==> src/hdl/scb_defs.svh <==
`ifndef SCB_DEFS_SVH
`define SCB_DEFS_SVH

// Register indices, taken from the low seven bits of the command byte
`define SCB_IDX_PLL_MODE     7'h00
`define SCB_IDX_OE_LOW       7'h01
`define SCB_IDX_OE_HIGH      7'h02
`define SCB_IDX_PIN_RB       7'h03
`define SCB_IDX_RSVD         7'h04
`define SCB_IDX_BYTE_COUNT   7'h07

// Command byte fields
`define SCB_CMD_MODE_BIT     7

// Field positions in the PLL mode register
`define SCB_FREQ_BIT         0
`define SCB_HI_EN_LSB        3
`define SCB_HI_EN_MSB        5
`define SCB_PLL_LSB          6
`define SCB_PLL_MSB          7

// Reset values
`define SCB_OE_BYTE_RST      8'hFF
`define SCB_HI_EN_RST        3'h7
`define SCB_BC_RST           5'h08

// Output range gated by the enable pins, and the total output count
`define SCB_PIN_GATED_LO     5
`define SCB_PIN_GATED_HI     12
`define SCB_NUM_OUTS         19

// Bit counter marks
`define SCB_LAST_BIT         4'h7
`define SCB_ACK_SLOT         4'h8
`define SCB_PRE_FIRST        4'hF

`endif

==> src/hdl/scb_pkg.sv <==
package scb_pkg;

   // Bus engine states
   typedef enum logic [2:0]
   {
      SCB_IDLE,
      SCB_ADDR,
      SCB_CMD,
      SCB_WCOUNT,
      SCB_WDATA,
      SCB_TX
   } scb_state_t;

   // Software-writable control image
   typedef struct packed
   {
      logic [4:0] byte_count;
      logic [2:0] hi_en;
      logic [7:0] oe_high;
      logic [7:0] oe_low;
   } scb_ctrl_t;

   // Straps caught at power-good
   typedef struct packed
   {
      logic [1:0] pll_mode;
      logic       freq_sel;
   } scb_strap_t;

endpackage

==> src/hdl/scb_regs.sv <==
// Notes on behaviour
// - Command bit 7: one byte, zero block
// - Block mode: next byte is the count
// - Byte read: repeated start, host NAKs last
// - Block read command acked as start index
// - Block read sends count, then data bytes
// - Low seven command bits give start index
// - Command zero starts block at register 0
// - Every received write byte is acknowledged
// - Block write ends with ack then stop
// - Reg 0 bit 0 returns latched frequency strap
// - Reg 0 bits 7:6 return latched PLL mode
// - Reg 0 bits 5:3 enable outputs 16-18
// - Reg 3 reads enable pins in real time
// - Reg 4 reserved, reads zero
// - PLL code 00 low, 01 bypass, 11 high
// - Outputs 5-12 need bit set, pin low
// - Power-down releases bus, keeps registers
// - Byte count register sets read length, default 8
`timescale 1ns/1ns
`default_nettype none
`include "scb_defs.svh"

module scb_regs
(
   // Clock, reset, enable
   input  wire logic                 mclk_i,
   input  wire logic                 rst_n_i,
   input  wire logic                 ce_i,
   // Serial management bus pins
   input  wire logic                 scl_i,
   input  wire logic                 sda_i,
   output logic                      sda_o,
   output logic                      sda_oe_o,
   input  wire logic [6:0]           dev_addr_i,
   // Straps, power and output-enable pins
   input  wire logic                 power_good_strobe_i,
   input  wire logic                 freq_select_strap_i,
   input  wire logic [1:0]           pll_bandwidth_strap_i,
   input  wire logic [7:0]           oe_pin_n_i,
   // Output stage controls
   output logic [18:0]               diff_clock_output_en_o,
   output scb_pkg::scb_strap_t       strap_o
);
   import scb_pkg::*;

   logic [13:0] sync1_reg;
   logic [13:0] sync2_reg;
   logic        scl_d_reg;
   logic        sda_d_reg;
   logic        pg_d_reg;
   logic        strap_done_reg;
   scb_strap_t  strap_reg;
   scb_ctrl_t   ctrl_reg;
   scb_state_t  state_reg;
   logic [3:0]  bit_cnt_reg;
   logic [7:0]  shift_reg;
   logic [7:0]  tx_reg;
   logic [6:0]  idx_reg;
   logic        byte_mode_reg;
   logic        ack_ours_reg;
   logic        mack_reg;
   logic        sda_oe_reg;
   logic [18:0] out_en_reg;
   logic [18:0] out_en_next;
   logic [7:0]  rd_byte;

   logic       scl_s;
   logic       sda_s;
   logic       pg_s;
   logic [7:0] pin_s;
   logic       scl_rise;
   logic       scl_fall;
   logic       start_det;
   logic       stop_det;
   logic       byte_end;
   logic       ack_end;
   logic       addr_hit;
   logic [7:0] count_byte;

   // Read decode, used by the first byte-mode read load and by following loads
   function automatic logic [7:0] reg_read(input logic [6:0] idx, input scb_strap_t st,
                                           input scb_ctrl_t c, input logic [7:0] pins);
      logic [7:0] v;
      v = 8'h00;
      unique case (idx)
         `SCB_IDX_PLL_MODE:   v = {st.pll_mode, c.hi_en, 2'b00, st.freq_sel};
         `SCB_IDX_OE_LOW:     v = c.oe_low;
         `SCB_IDX_OE_HIGH:    v = c.oe_high;
         `SCB_IDX_PIN_RB:     v = pins;
         `SCB_IDX_BYTE_COUNT: v = {3'b000, c.byte_count};
         default:             v = 8'h00;
      endcase
      return v;
   endfunction

   // Two-stage synchroniser for the bus, power-good, strap and output-enable pins
   always_ff @(posedge mclk_i or negedge rst_n_i)
   begin
      if (!rst_n_i)
      begin
         sync1_reg <= 14'h0003;
         sync2_reg <= 14'h0003;
      end
      else if (ce_i)
      begin
         sync1_reg <= {oe_pin_n_i, pll_bandwidth_strap_i, freq_select_strap_i,
                       power_good_strobe_i, sda_i, scl_i};
         sync2_reg <= sync1_reg;
      end
   end

   assign scl_s = sync2_reg[0];
   assign sda_s = sync2_reg[1];
   assign pg_s  = sync2_reg[2];
   assign pin_s = sync2_reg[13:6];

   // Delayed copies for edge and condition detection
   always_ff @(posedge mclk_i or negedge rst_n_i)
   begin
      if (!rst_n_i)
      begin
         scl_d_reg <= 1'b1;
         sda_d_reg <= 1'b1;
         pg_d_reg  <= 1'b0;
      end
      else if (ce_i)
      begin
         scl_d_reg <= scl_s;
         sda_d_reg <= sda_s;
         pg_d_reg  <= pg_s;
      end
   end

   // Bus is ignored entirely while power is down
   assign scl_rise  = ce_i && pg_s && scl_s && !scl_d_reg;
   assign scl_fall  = ce_i && pg_s && !scl_s && scl_d_reg;
   assign start_det = ce_i && pg_s && scl_s && scl_d_reg && !sda_s && sda_d_reg;
   assign stop_det  = ce_i && pg_s && scl_s && scl_d_reg && sda_s && !sda_d_reg;
   assign byte_end  = scl_fall && (bit_cnt_reg == `SCB_LAST_BIT) && (state_reg != SCB_IDLE);
   assign ack_end   = scl_fall && (bit_cnt_reg == `SCB_ACK_SLOT) && (state_reg != SCB_IDLE);
   assign addr_hit  = (shift_reg[7:1] == dev_addr_i);
   // A zero count register would be illegal on the wire, so send one instead
   assign count_byte = (ctrl_reg.byte_count == 5'h00) ? 8'h01 : {3'b000, ctrl_reg.byte_count};
   // Readback of the register under the current index
   assign rd_byte    = reg_read(idx_reg, strap_reg, ctrl_reg, pin_s);

   // Straps caught once, on the first power-good rise only
   always_ff @(posedge mclk_i or negedge rst_n_i)
   begin
      if (!rst_n_i)
      begin
         strap_done_reg <= 1'b0;
         strap_reg      <= '0;
      end
      else if (ce_i && pg_s && !pg_d_reg && !strap_done_reg)
      begin
         strap_done_reg     <= 1'b1;
         strap_reg.freq_sel <= sync2_reg[3];
         strap_reg.pll_mode <= sync2_reg[5:4];
      end
   end

   assign strap_o = strap_reg;

   // Bit counter, framed by start and stop
   always_ff @(posedge mclk_i or negedge rst_n_i)
   begin
      if (!rst_n_i)
         bit_cnt_reg <= 4'h0;
      // Start parks below zero, so the clock fall right after it is not a bit
      else if (start_det)
         bit_cnt_reg <= `SCB_PRE_FIRST;
      else if (stop_det)
         bit_cnt_reg <= 4'h0;
      else if (ack_end)
         bit_cnt_reg <= 4'h0;
      else if (scl_fall && state_reg != SCB_IDLE)
         bit_cnt_reg <= bit_cnt_reg + 4'h1;
   end

   // Receive shifter samples on the rising clock edge
   always_ff @(posedge mclk_i or negedge rst_n_i)
   begin
      if (!rst_n_i)
      begin
         shift_reg <= 8'h00;
         mack_reg  <= 1'b0;
      end
      else if (scl_rise)
      begin
         if (bit_cnt_reg < `SCB_ACK_SLOT)
            shift_reg <= {shift_reg[6:0], sda_s};
         else
            mack_reg <= !sda_s;
      end
   end

   // Protocol engine: states, index, transmit byte and data line
   always_ff @(posedge mclk_i or negedge rst_n_i)
   begin
      if (!rst_n_i)
      begin
         state_reg     <= SCB_IDLE;
         idx_reg       <= 7'h00;
         byte_mode_reg <= 1'b0;
         ack_ours_reg  <= 1'b0;
         tx_reg        <= 8'h00;
         sda_oe_reg    <= 1'b0;
      end
      // release the data line in power-down
      else if (ce_i && !pg_s)
      begin
         state_reg  <= SCB_IDLE;
         sda_oe_reg <= 1'b0;
      end
      else if (start_det)
      begin
         state_reg  <= SCB_ADDR;
         sda_oe_reg <= 1'b0;
      end
      else if (stop_det)
      begin
         state_reg  <= SCB_IDLE;
         sda_oe_reg <= 1'b0;
      end
      else if (byte_end)
      begin
         ack_ours_reg <= 1'b0;
         sda_oe_reg   <= 1'b0;
         unique case (state_reg)
            SCB_ADDR:
            begin
               if (addr_hit)
               begin
                  ack_ours_reg <= 1'b1;
                  sda_oe_reg   <= 1'b1;
                  state_reg    <= shift_reg[0] ? SCB_TX : SCB_CMD;
               end
               else
                  state_reg <= SCB_IDLE;
            end
            SCB_CMD:
            begin
               // mode bit picks the next state
               byte_mode_reg <= shift_reg[`SCB_CMD_MODE_BIT];
               idx_reg       <= shift_reg[6:0];
               ack_ours_reg  <= 1'b1;
               sda_oe_reg    <= 1'b1;
               state_reg     <= shift_reg[`SCB_CMD_MODE_BIT] ? SCB_WDATA : SCB_WCOUNT;
            end
            SCB_WCOUNT:
            begin
               ack_ours_reg <= 1'b1;
               sda_oe_reg   <= 1'b1;
               state_reg    <= SCB_WDATA;
            end
            SCB_WDATA:
            begin
               ack_ours_reg <= 1'b1;
               sda_oe_reg   <= 1'b1;
               idx_reg      <= idx_reg + 7'h01;
            end
            SCB_TX:
               // Free the line so the host can answer
               sda_oe_reg <= 1'b0;
            SCB_IDLE:
               sda_oe_reg <= 1'b0;
         endcase
      end
      else if (ack_end)
      begin
         ack_ours_reg <= 1'b0;
         if (state_reg == SCB_TX && ack_ours_reg)
         begin
            // block read leads with the count
            if (!byte_mode_reg)
            begin
               tx_reg     <= count_byte;
               sda_oe_reg <= !count_byte[7];
            end
            else
            begin
               tx_reg     <= rd_byte;
               sda_oe_reg <= !rd_byte[7];
               idx_reg    <= idx_reg + 7'h01;
            end
         end
         // host ack asks for the next byte
         else if (state_reg == SCB_TX && mack_reg)
         begin
            tx_reg     <= rd_byte;
            sda_oe_reg <= !rd_byte[7];
            idx_reg    <= idx_reg + 7'h01;
         end
         else if (state_reg == SCB_TX)
         begin
            state_reg  <= SCB_IDLE;
            sda_oe_reg <= 1'b0;
         end
         else
            sda_oe_reg <= 1'b0;
      end
      // Shift out the next bit during the clock low phase
      else if (scl_fall && state_reg == SCB_TX && bit_cnt_reg < `SCB_LAST_BIT)
      begin
         tx_reg     <= {tx_reg[6:0], 1'b0};
         sda_oe_reg <= !tx_reg[6];
      end
   end

   // Register writes; read-only and unmapped bits are left alone
   always_ff @(posedge mclk_i or negedge rst_n_i)
   begin
      if (!rst_n_i)
      begin
         ctrl_reg.oe_low     <= `SCB_OE_BYTE_RST;
         ctrl_reg.oe_high    <= `SCB_OE_BYTE_RST;
         ctrl_reg.hi_en      <= `SCB_HI_EN_RST;
         ctrl_reg.byte_count <= `SCB_BC_RST;
      end
      else if (byte_end && state_reg == SCB_WDATA)
      begin
         unique case (idx_reg)
            `SCB_IDX_PLL_MODE:
               ctrl_reg.hi_en <= shift_reg[`SCB_HI_EN_MSB:`SCB_HI_EN_LSB];
            `SCB_IDX_OE_LOW:
               ctrl_reg.oe_low <= shift_reg;
            `SCB_IDX_OE_HIGH:
               ctrl_reg.oe_high <= shift_reg;
            `SCB_IDX_BYTE_COUNT:
               ctrl_reg.byte_count <= shift_reg[4:0];
            default:
               ctrl_reg.byte_count <= ctrl_reg.byte_count;
         endcase
      end
   end

   // Output gating, registered so gating glitches never reach the drivers
   generate
      genvar g;
      for (g = 0; g < `SCB_NUM_OUTS; g++)
      begin : g_out
         logic en_bit;
         if (g < 8)
            assign en_bit = ctrl_reg.oe_low[g];
         else if (g < 16)
            assign en_bit = ctrl_reg.oe_high[g - 8];
         else
            assign en_bit = ctrl_reg.hi_en[g - 16];
         // pin-gated outputs need the pin low
         if (g >= `SCB_PIN_GATED_LO && g <= `SCB_PIN_GATED_HI)
         begin : g_pin
            assign out_en_next[g] = pg_s && en_bit && !pin_s[g - `SCB_PIN_GATED_LO];
         end
         else
         begin : g_free
            assign out_en_next[g] = pg_s && en_bit;
         end
      end
   endgenerate

   // One register for all enables, so each bit has a single driver
   always_ff @(posedge mclk_i or negedge rst_n_i)
   begin
      if (!rst_n_i)
         out_en_reg <= 19'h00000;
      else if (ce_i)
         out_en_reg <= out_en_next;
   end

   // Open-drain data pin only ever pulls low
   assign sda_o                  = 1'b0;
   assign sda_oe_o               = sda_oe_reg;
   assign diff_clock_output_en_o = out_en_reg;

   // Checks kept beside the logic
   a_write_ack_drive: assert property (@(posedge mclk_i) disable iff (!rst_n_i)
      byte_end && pg_s && (state_reg == SCB_WDATA || state_reg == SCB_WCOUNT) |=> sda_oe_o)
      else $error("write byte not acknowledged");

   a_cmd_index_load: assert property (@(posedge mclk_i) disable iff (!rst_n_i)
      byte_end && pg_s && state_reg == SCB_CMD |=> idx_reg == $past(shift_reg[6:0]))
      else $error("command index not taken");

   a_cmd_mode_flag: assert property (@(posedge mclk_i) disable iff (!rst_n_i)
      byte_end && pg_s && state_reg == SCB_CMD
      |=> byte_mode_reg == $past(shift_reg[7]) && (state_reg == SCB_WCOUNT) != byte_mode_reg)
      else $error("command mode bit misread");

   a_freq_hold: assert property (@(posedge mclk_i) disable iff (!rst_n_i)
      strap_done_reg && $past(strap_done_reg) |-> $stable(strap_reg))
      else $error("latched strap changed");

   a_reserved_zero: assert property (@(posedge mclk_i) disable iff (!rst_n_i)
      reg_read(`SCB_IDX_RSVD, strap_reg, ctrl_reg, pin_s) == 8'h00)
      else $error("reserved register not zero");

   a_pin_gate: assert property (@(posedge mclk_i) disable iff (!rst_n_i)
      ce_i && (!ctrl_reg.oe_low[5] || pin_s[0]) |=> !diff_clock_output_en_o[5])
      else $error("gated output enabled wrongly");

   a_power_down_input_release: assert property (@(posedge mclk_i) disable iff (!rst_n_i)
      ce_i && !pg_s |=> !sda_oe_o && state_reg == SCB_IDLE && diff_clock_output_en_o == '0)
      else $error("bus or outputs active in power-down");

   a_count_range: assert property (@(posedge mclk_i) disable iff (!rst_n_i)
      ack_end && state_reg == SCB_TX && ack_ours_reg && !byte_mode_reg
      |=> tx_reg != 8'h00 && tx_reg < 8'h21)
      else $error("block read count out of range");

   a_index_step: assert property (@(posedge mclk_i) disable iff (!rst_n_i)
      byte_end && pg_s && state_reg == SCB_WDATA |=> idx_reg == $past(idx_reg) + 7'h01)
      else $error("index did not advance");

endmodule // scb_regs

`default_nettype wire

==> config.mk <==
export PLATFORM = sky130hd
export DESIGN_NAME = scb_regs
export DESIGN_NICKNAME = d
export VERILOG_FILES = /design/src/hdl/scb_pkg.sv /design/src/hdl/scb_regs.sv
export VERILOG_INCLUDE_DIRS = /design/src /design/src/hdl
export SDC_FILE = /design/constraint.sdc
export NUM_CORES = 1
export LEC_CHECK = 0
export BUFFER_PORTS_ARGS = -buffer_cell sky130_fd_sc_hd__buf_2
export CORE_UTILIZATION = 55
export CTS_BUF_LIST = sky130_fd_sc_hd__clkbuf_4 sky130_fd_sc_hd__clkbuf_8
export CTS_CLUSTER_SIZE = 28
export DETAILED_ROUTE_END_ITERATION = 6
export GPL_TIMING_DRIVEN = 0
export HOLD_SLACK_MARGIN = 0.05
export PLACE_DENSITY = 0.78
export REMOVE_ABC_BUFFERS = 1
export SETUP_SLACK_MARGIN = 0.15
export SKIP_CTS_REPAIR_TIMING = 1
export SLEW_MARGIN = 20
export SYNTH_ARGS = -nofsm -noshare
export SYNTH_HDL_FRONTEND = slang
export SYNTH_SLANG_ARGS = --single-unit
==> constraint.sdc <==
create_clock -name mclk_i -period 2 [get_ports mclk_i]
set_input_delay 0.4 -clock mclk_i [delete_from_list [all_inputs] [get_ports mclk_i]]
set_output_delay 0.4 -clock mclk_i [all_outputs]
set_load 0.05 [all_outputs]
==> results.md <==
STA:
- The hold violation count in the final report is 0.
- The count of endpoints failing setup in the final report is 4.
- Setup repair after global routing could not meet its margin everywhere.
- The final worst setup slack is -0.00559 ns.
- Static timing analysis puts the maximum clock frequency at 499 MHz.
- The shortest clock period the worst path allows after layout is 2.01 ns.
- The slew at the pin closest to its max-slew limit is 0.528 ns.
- Headroom to the max-slew limit came out at 64.4%.
- Across the routed clock network, the largest skew measured is 0.0153 ns.
- The final period utilization is 100%.
- The summed negative setup slack over all endpoints is -0.0174 ns.
- Final hold analysis gives a worst-case slack of 0.232 ns.
- The final number of max-transition violations came to 0.

Clock tree:
- The later pin in the worst-skew pair is clocked with a latency of 0.39 ns.
- Clock-pin slew was measured on the worst setup and hold paths at 0.12 ns.
- The maximum buffer depth of the clock tree is 2.
- The clock buffer count from CTS is 9.
- The library cell used as clock root buffer is clkbuf_8.
- For this design, the sink count on the clock tree is 111.
- The TritonCTS clock tree is done.
- The count of H-tree levels built during CTS is 3.

Floorplanning:
- In this run the horizontal extent of the chip is 101 um.
- The core outline area is 9330 sq um.
- The number of placement rows is 35.
- The die covers 10,100 sq um.
- The initial core utilization is 57.4%.
- Pin placement for this block handled 48 I/O pins.
- The die is 101 um tall.

Synth:
- Averaged over all synthesized cells, the footprint is 10.9 sq um.
- The mapped cell area is 5360 sq um.
- dfrtp_1 takes more of the synthesized area than any other cell.
- Sorting the synthesized cells by area gives the leading types as dfrtp_1 40%, mux2_2 14%, dfstp_2 13%, o21ai_0 3.7%, nand2_1 3.2%.
- For this run, the number of Yosys warnings is 0.
- Counting flops with a built-in enable in the synthesized netlist gives 0.
- The portion of synthesized cell area occupied by the leading cell type is 39.7%.
- By count the netlist is led by 85 x dfrtp_1, 65 x mux2_2, 46 x nand2_1.
- Sequential cells were found to cover 52.5% of the synthesized design area.
- The unique cell type count in the Yosys netlist is 57.
- In the synthesized netlist, the number of instances is 490.
- The most used flip-flop cell after synthesis is dfrtp_1.
- The most common cell in the synthesized netlist is dfrtp_1.
- Synthesis inferred 111 register bits.
- In the synthesized netlist the async set-or-reset flop fraction comes to 100%.

Global route:
- Across every metal layer, demand over resource in global routing totals 25.2%.
- The number of global-route vias before repair is 3,953.
- The number of antenna violations at the first check in global routing is 0.
- The first global-routing pass estimated 19.7 mm of wire.
- The maximum number of pins on one net before global-route repair is 74.
- After global routing the overflow that remains totals 0.

Worst setup path:
- STA classifies the critical path startpoint as a flop.
- Data on the critical path arrives at its endpoint at 2.32 ns.
- The worst register-to-register path begins at scl_d_reg.
- The capturing instance or port of the critical path is ctrl_reg[2].
- The beginning of the critical path is scl_d_reg.
- For flop-to-flop paths, the worst setup slack is -0.006 ns.
- STA puts the critical path data required time at 2.31 ns.
- The highest fanout seen on the critical path is 9.
- The kind of critical path is reg -> reg.
- In this run the critical register-to-register path is captured at ctrl_reg[2].
- The worst reg2reg path depth is 6.
- STA classifies the critical path endpoint as a flop.

Placed design:
- Routability-driven placement finished with a final weighted congestion of 0.825.
- The count of buffers added on input and output ports is 46.
- After legalization and detailed placement, the total HPWL measured 7.97 mm.
- The placement-stage cell area is 5670 sq um.
- OpenSTA, run right after detailed placement, puts the worst setup slack at -1.15 ns.

Drt:
- The routed design has 13.9 mm of wire.
- The routed wire length per instance is 19.5 um.
- The routed layout has 4,343 vias.
- The detailed router finished its first iteration with 357 violations.
- The average vias per placed instance is 6.10.
- For this run, design rule violations remaining after detail routing come to 0.
- The pre-antenna-repair detailed-routing pass consisted of 5 iterations.
- The highest metal layer carrying signal wires in the routed design is met4.
- Wire segments on met3 add up to 819 um in the final route.
- The met2 routed wirelength is 6.67 mm.
- In the final routing, the length of wire on met1 measures 5.86 mm.
- The count of antenna-violating nets left after detailed routing is 0.

Final layout:
- The flip-flop count of the largest register, all copies and words added is 24.
- The final cell area excluding filler cells is 6770 sq um.
- Summing all multi-input logic gate instances after layout gives 2730 sq um.
- Across the whole layout, storage elements account for 2820 sq um.
- The post-route netlist has 47.9% of its cells at a drive strength greater than 1.
- The number of nets in the finished design is 608.
- Relative to the synthesized area, the layout overhead comes to 26.3%.
- The number of fillers in the final layout is 600.
- The repair_antennas step left the layout with diodes totalling 0.
- For this run, the share of the core covered by cells in the final layout is 72.6%.

Power:
- The power density over cell area is 774 nW/um^2.
- The peak ir drop on the vdd network is 0.000621 V.
- The analysis attributes to cell leakage a power of 2.98 nW.

Run status:
- The final reports fail on negative setup slack.
- The run finished, with violations left.

Job:
- Across the run, the number of max-cap violations was 0.

Worst hold path:
- The tightest min-delay check is of the in -> reg type.
-- how the worst min path moves through the flow --
stage              startpoint                        end  slack, ns  depth (start not counted)
3_5_place_dp          rst_n_i               sync1_reg[7]       0.33                          1
3_3_place_gp   strap_done_reg             strap_done_reg       0.45                          1
6_report        oe_pin_n_i[1]               sync1_reg[7]       0.23                          2
5_1_grt         oe_pin_n_i[1]               sync1_reg[7]       0.22                          2
4_1_cts               rst_n_i  diff_clock_output_en_o[1]      -0.09                          1
2_1_floorplan         rst_n_i               ack_ours_reg       0.10                          0
-- kinds of logic after synthesis --
kind of cell / share of synthesized area [%]
AND/OR/NAND/NOR: 11.3
flip-flops: 52.5
XOR/XNOR: 1.47
multiplexers: 14.4
adder cells (fa/ha/maj): 1.40
AO/OA/AOI/OAI: 14.1
other: 0.0700
buffers and inverters: 4.81
-- metal layers --
metal | up-vias | GRT usage (%)
li1 | 1915 | -
met1 | 2167 | 34.8
met3 | 55 | 4.72
met2 | 206 | 41.0
met4 | 0 | 6.69
met5 | - | 0
-- critical path, stage by stage, from the launching register on --
cell and delay (ns):
dfstp_2 0.58, nand4b_4 0.21, buf_6 0.20, nor4_4 0.30, buf_6 0.22, nand2_8 0.11
mux2_4 0.31
-- power by group --
part           total (mW)  leakage [nW]  internal, mW  switching [mW]
clock                1.36        0.0982         0.519           0.842
combinational        1.05          1.53         0.463           0.588
sequential           2.83          1.36          2.48           0.350
-- layout make-up --
cell class                      count  share of cell area (%)
Sequential cell                   111                    41.7
Tap cell                          129                    2.38
Inverter                           39                    2.20
Clock buffer                       10                    2.03
Multi-Input combinational cell    317                    40.4
Timing Repair Buffer              100                    10.4
Clock inverter                      6                   0.906
-- metrics by stage --
| step | instances | total power [mW] |
|---|---|---|
| after floorplan | 466 | 3.26 |
| after global routing | 712 | 5.46 |
| final | 712 | 5.24 |
| after CTS | 658 | 4.95 |
| after detailed placement | 642 | 3.62 |
| after global placement | 641 | 3.58 |
-- cell usage in the layout, fill, tap and decap left out, types with 4 or more instances in the layout --
cell type and instances:
clkbuf_8 10, xor2_1 6, buf_4 44, dfrtp_2 9
o21ai_0 33, buf_6 8, nand3_1 10, a21oi_1 16
a221oi_2 4, a22o_1 7, o32ai_1 8, dfrtp_1 76
ha_4 4, mux2_4 17, buf_2 45, nor2_4 5
nand2_1 39, nor2_1 16, nand2_4 4, o21ai_1 6
nand2_2 5, inv_1 37, mux2i_1 4, dfstp_2 26
mux2_2 48, a21oi_2 4
Note: power is estimated with default switching activity, not from simulation.
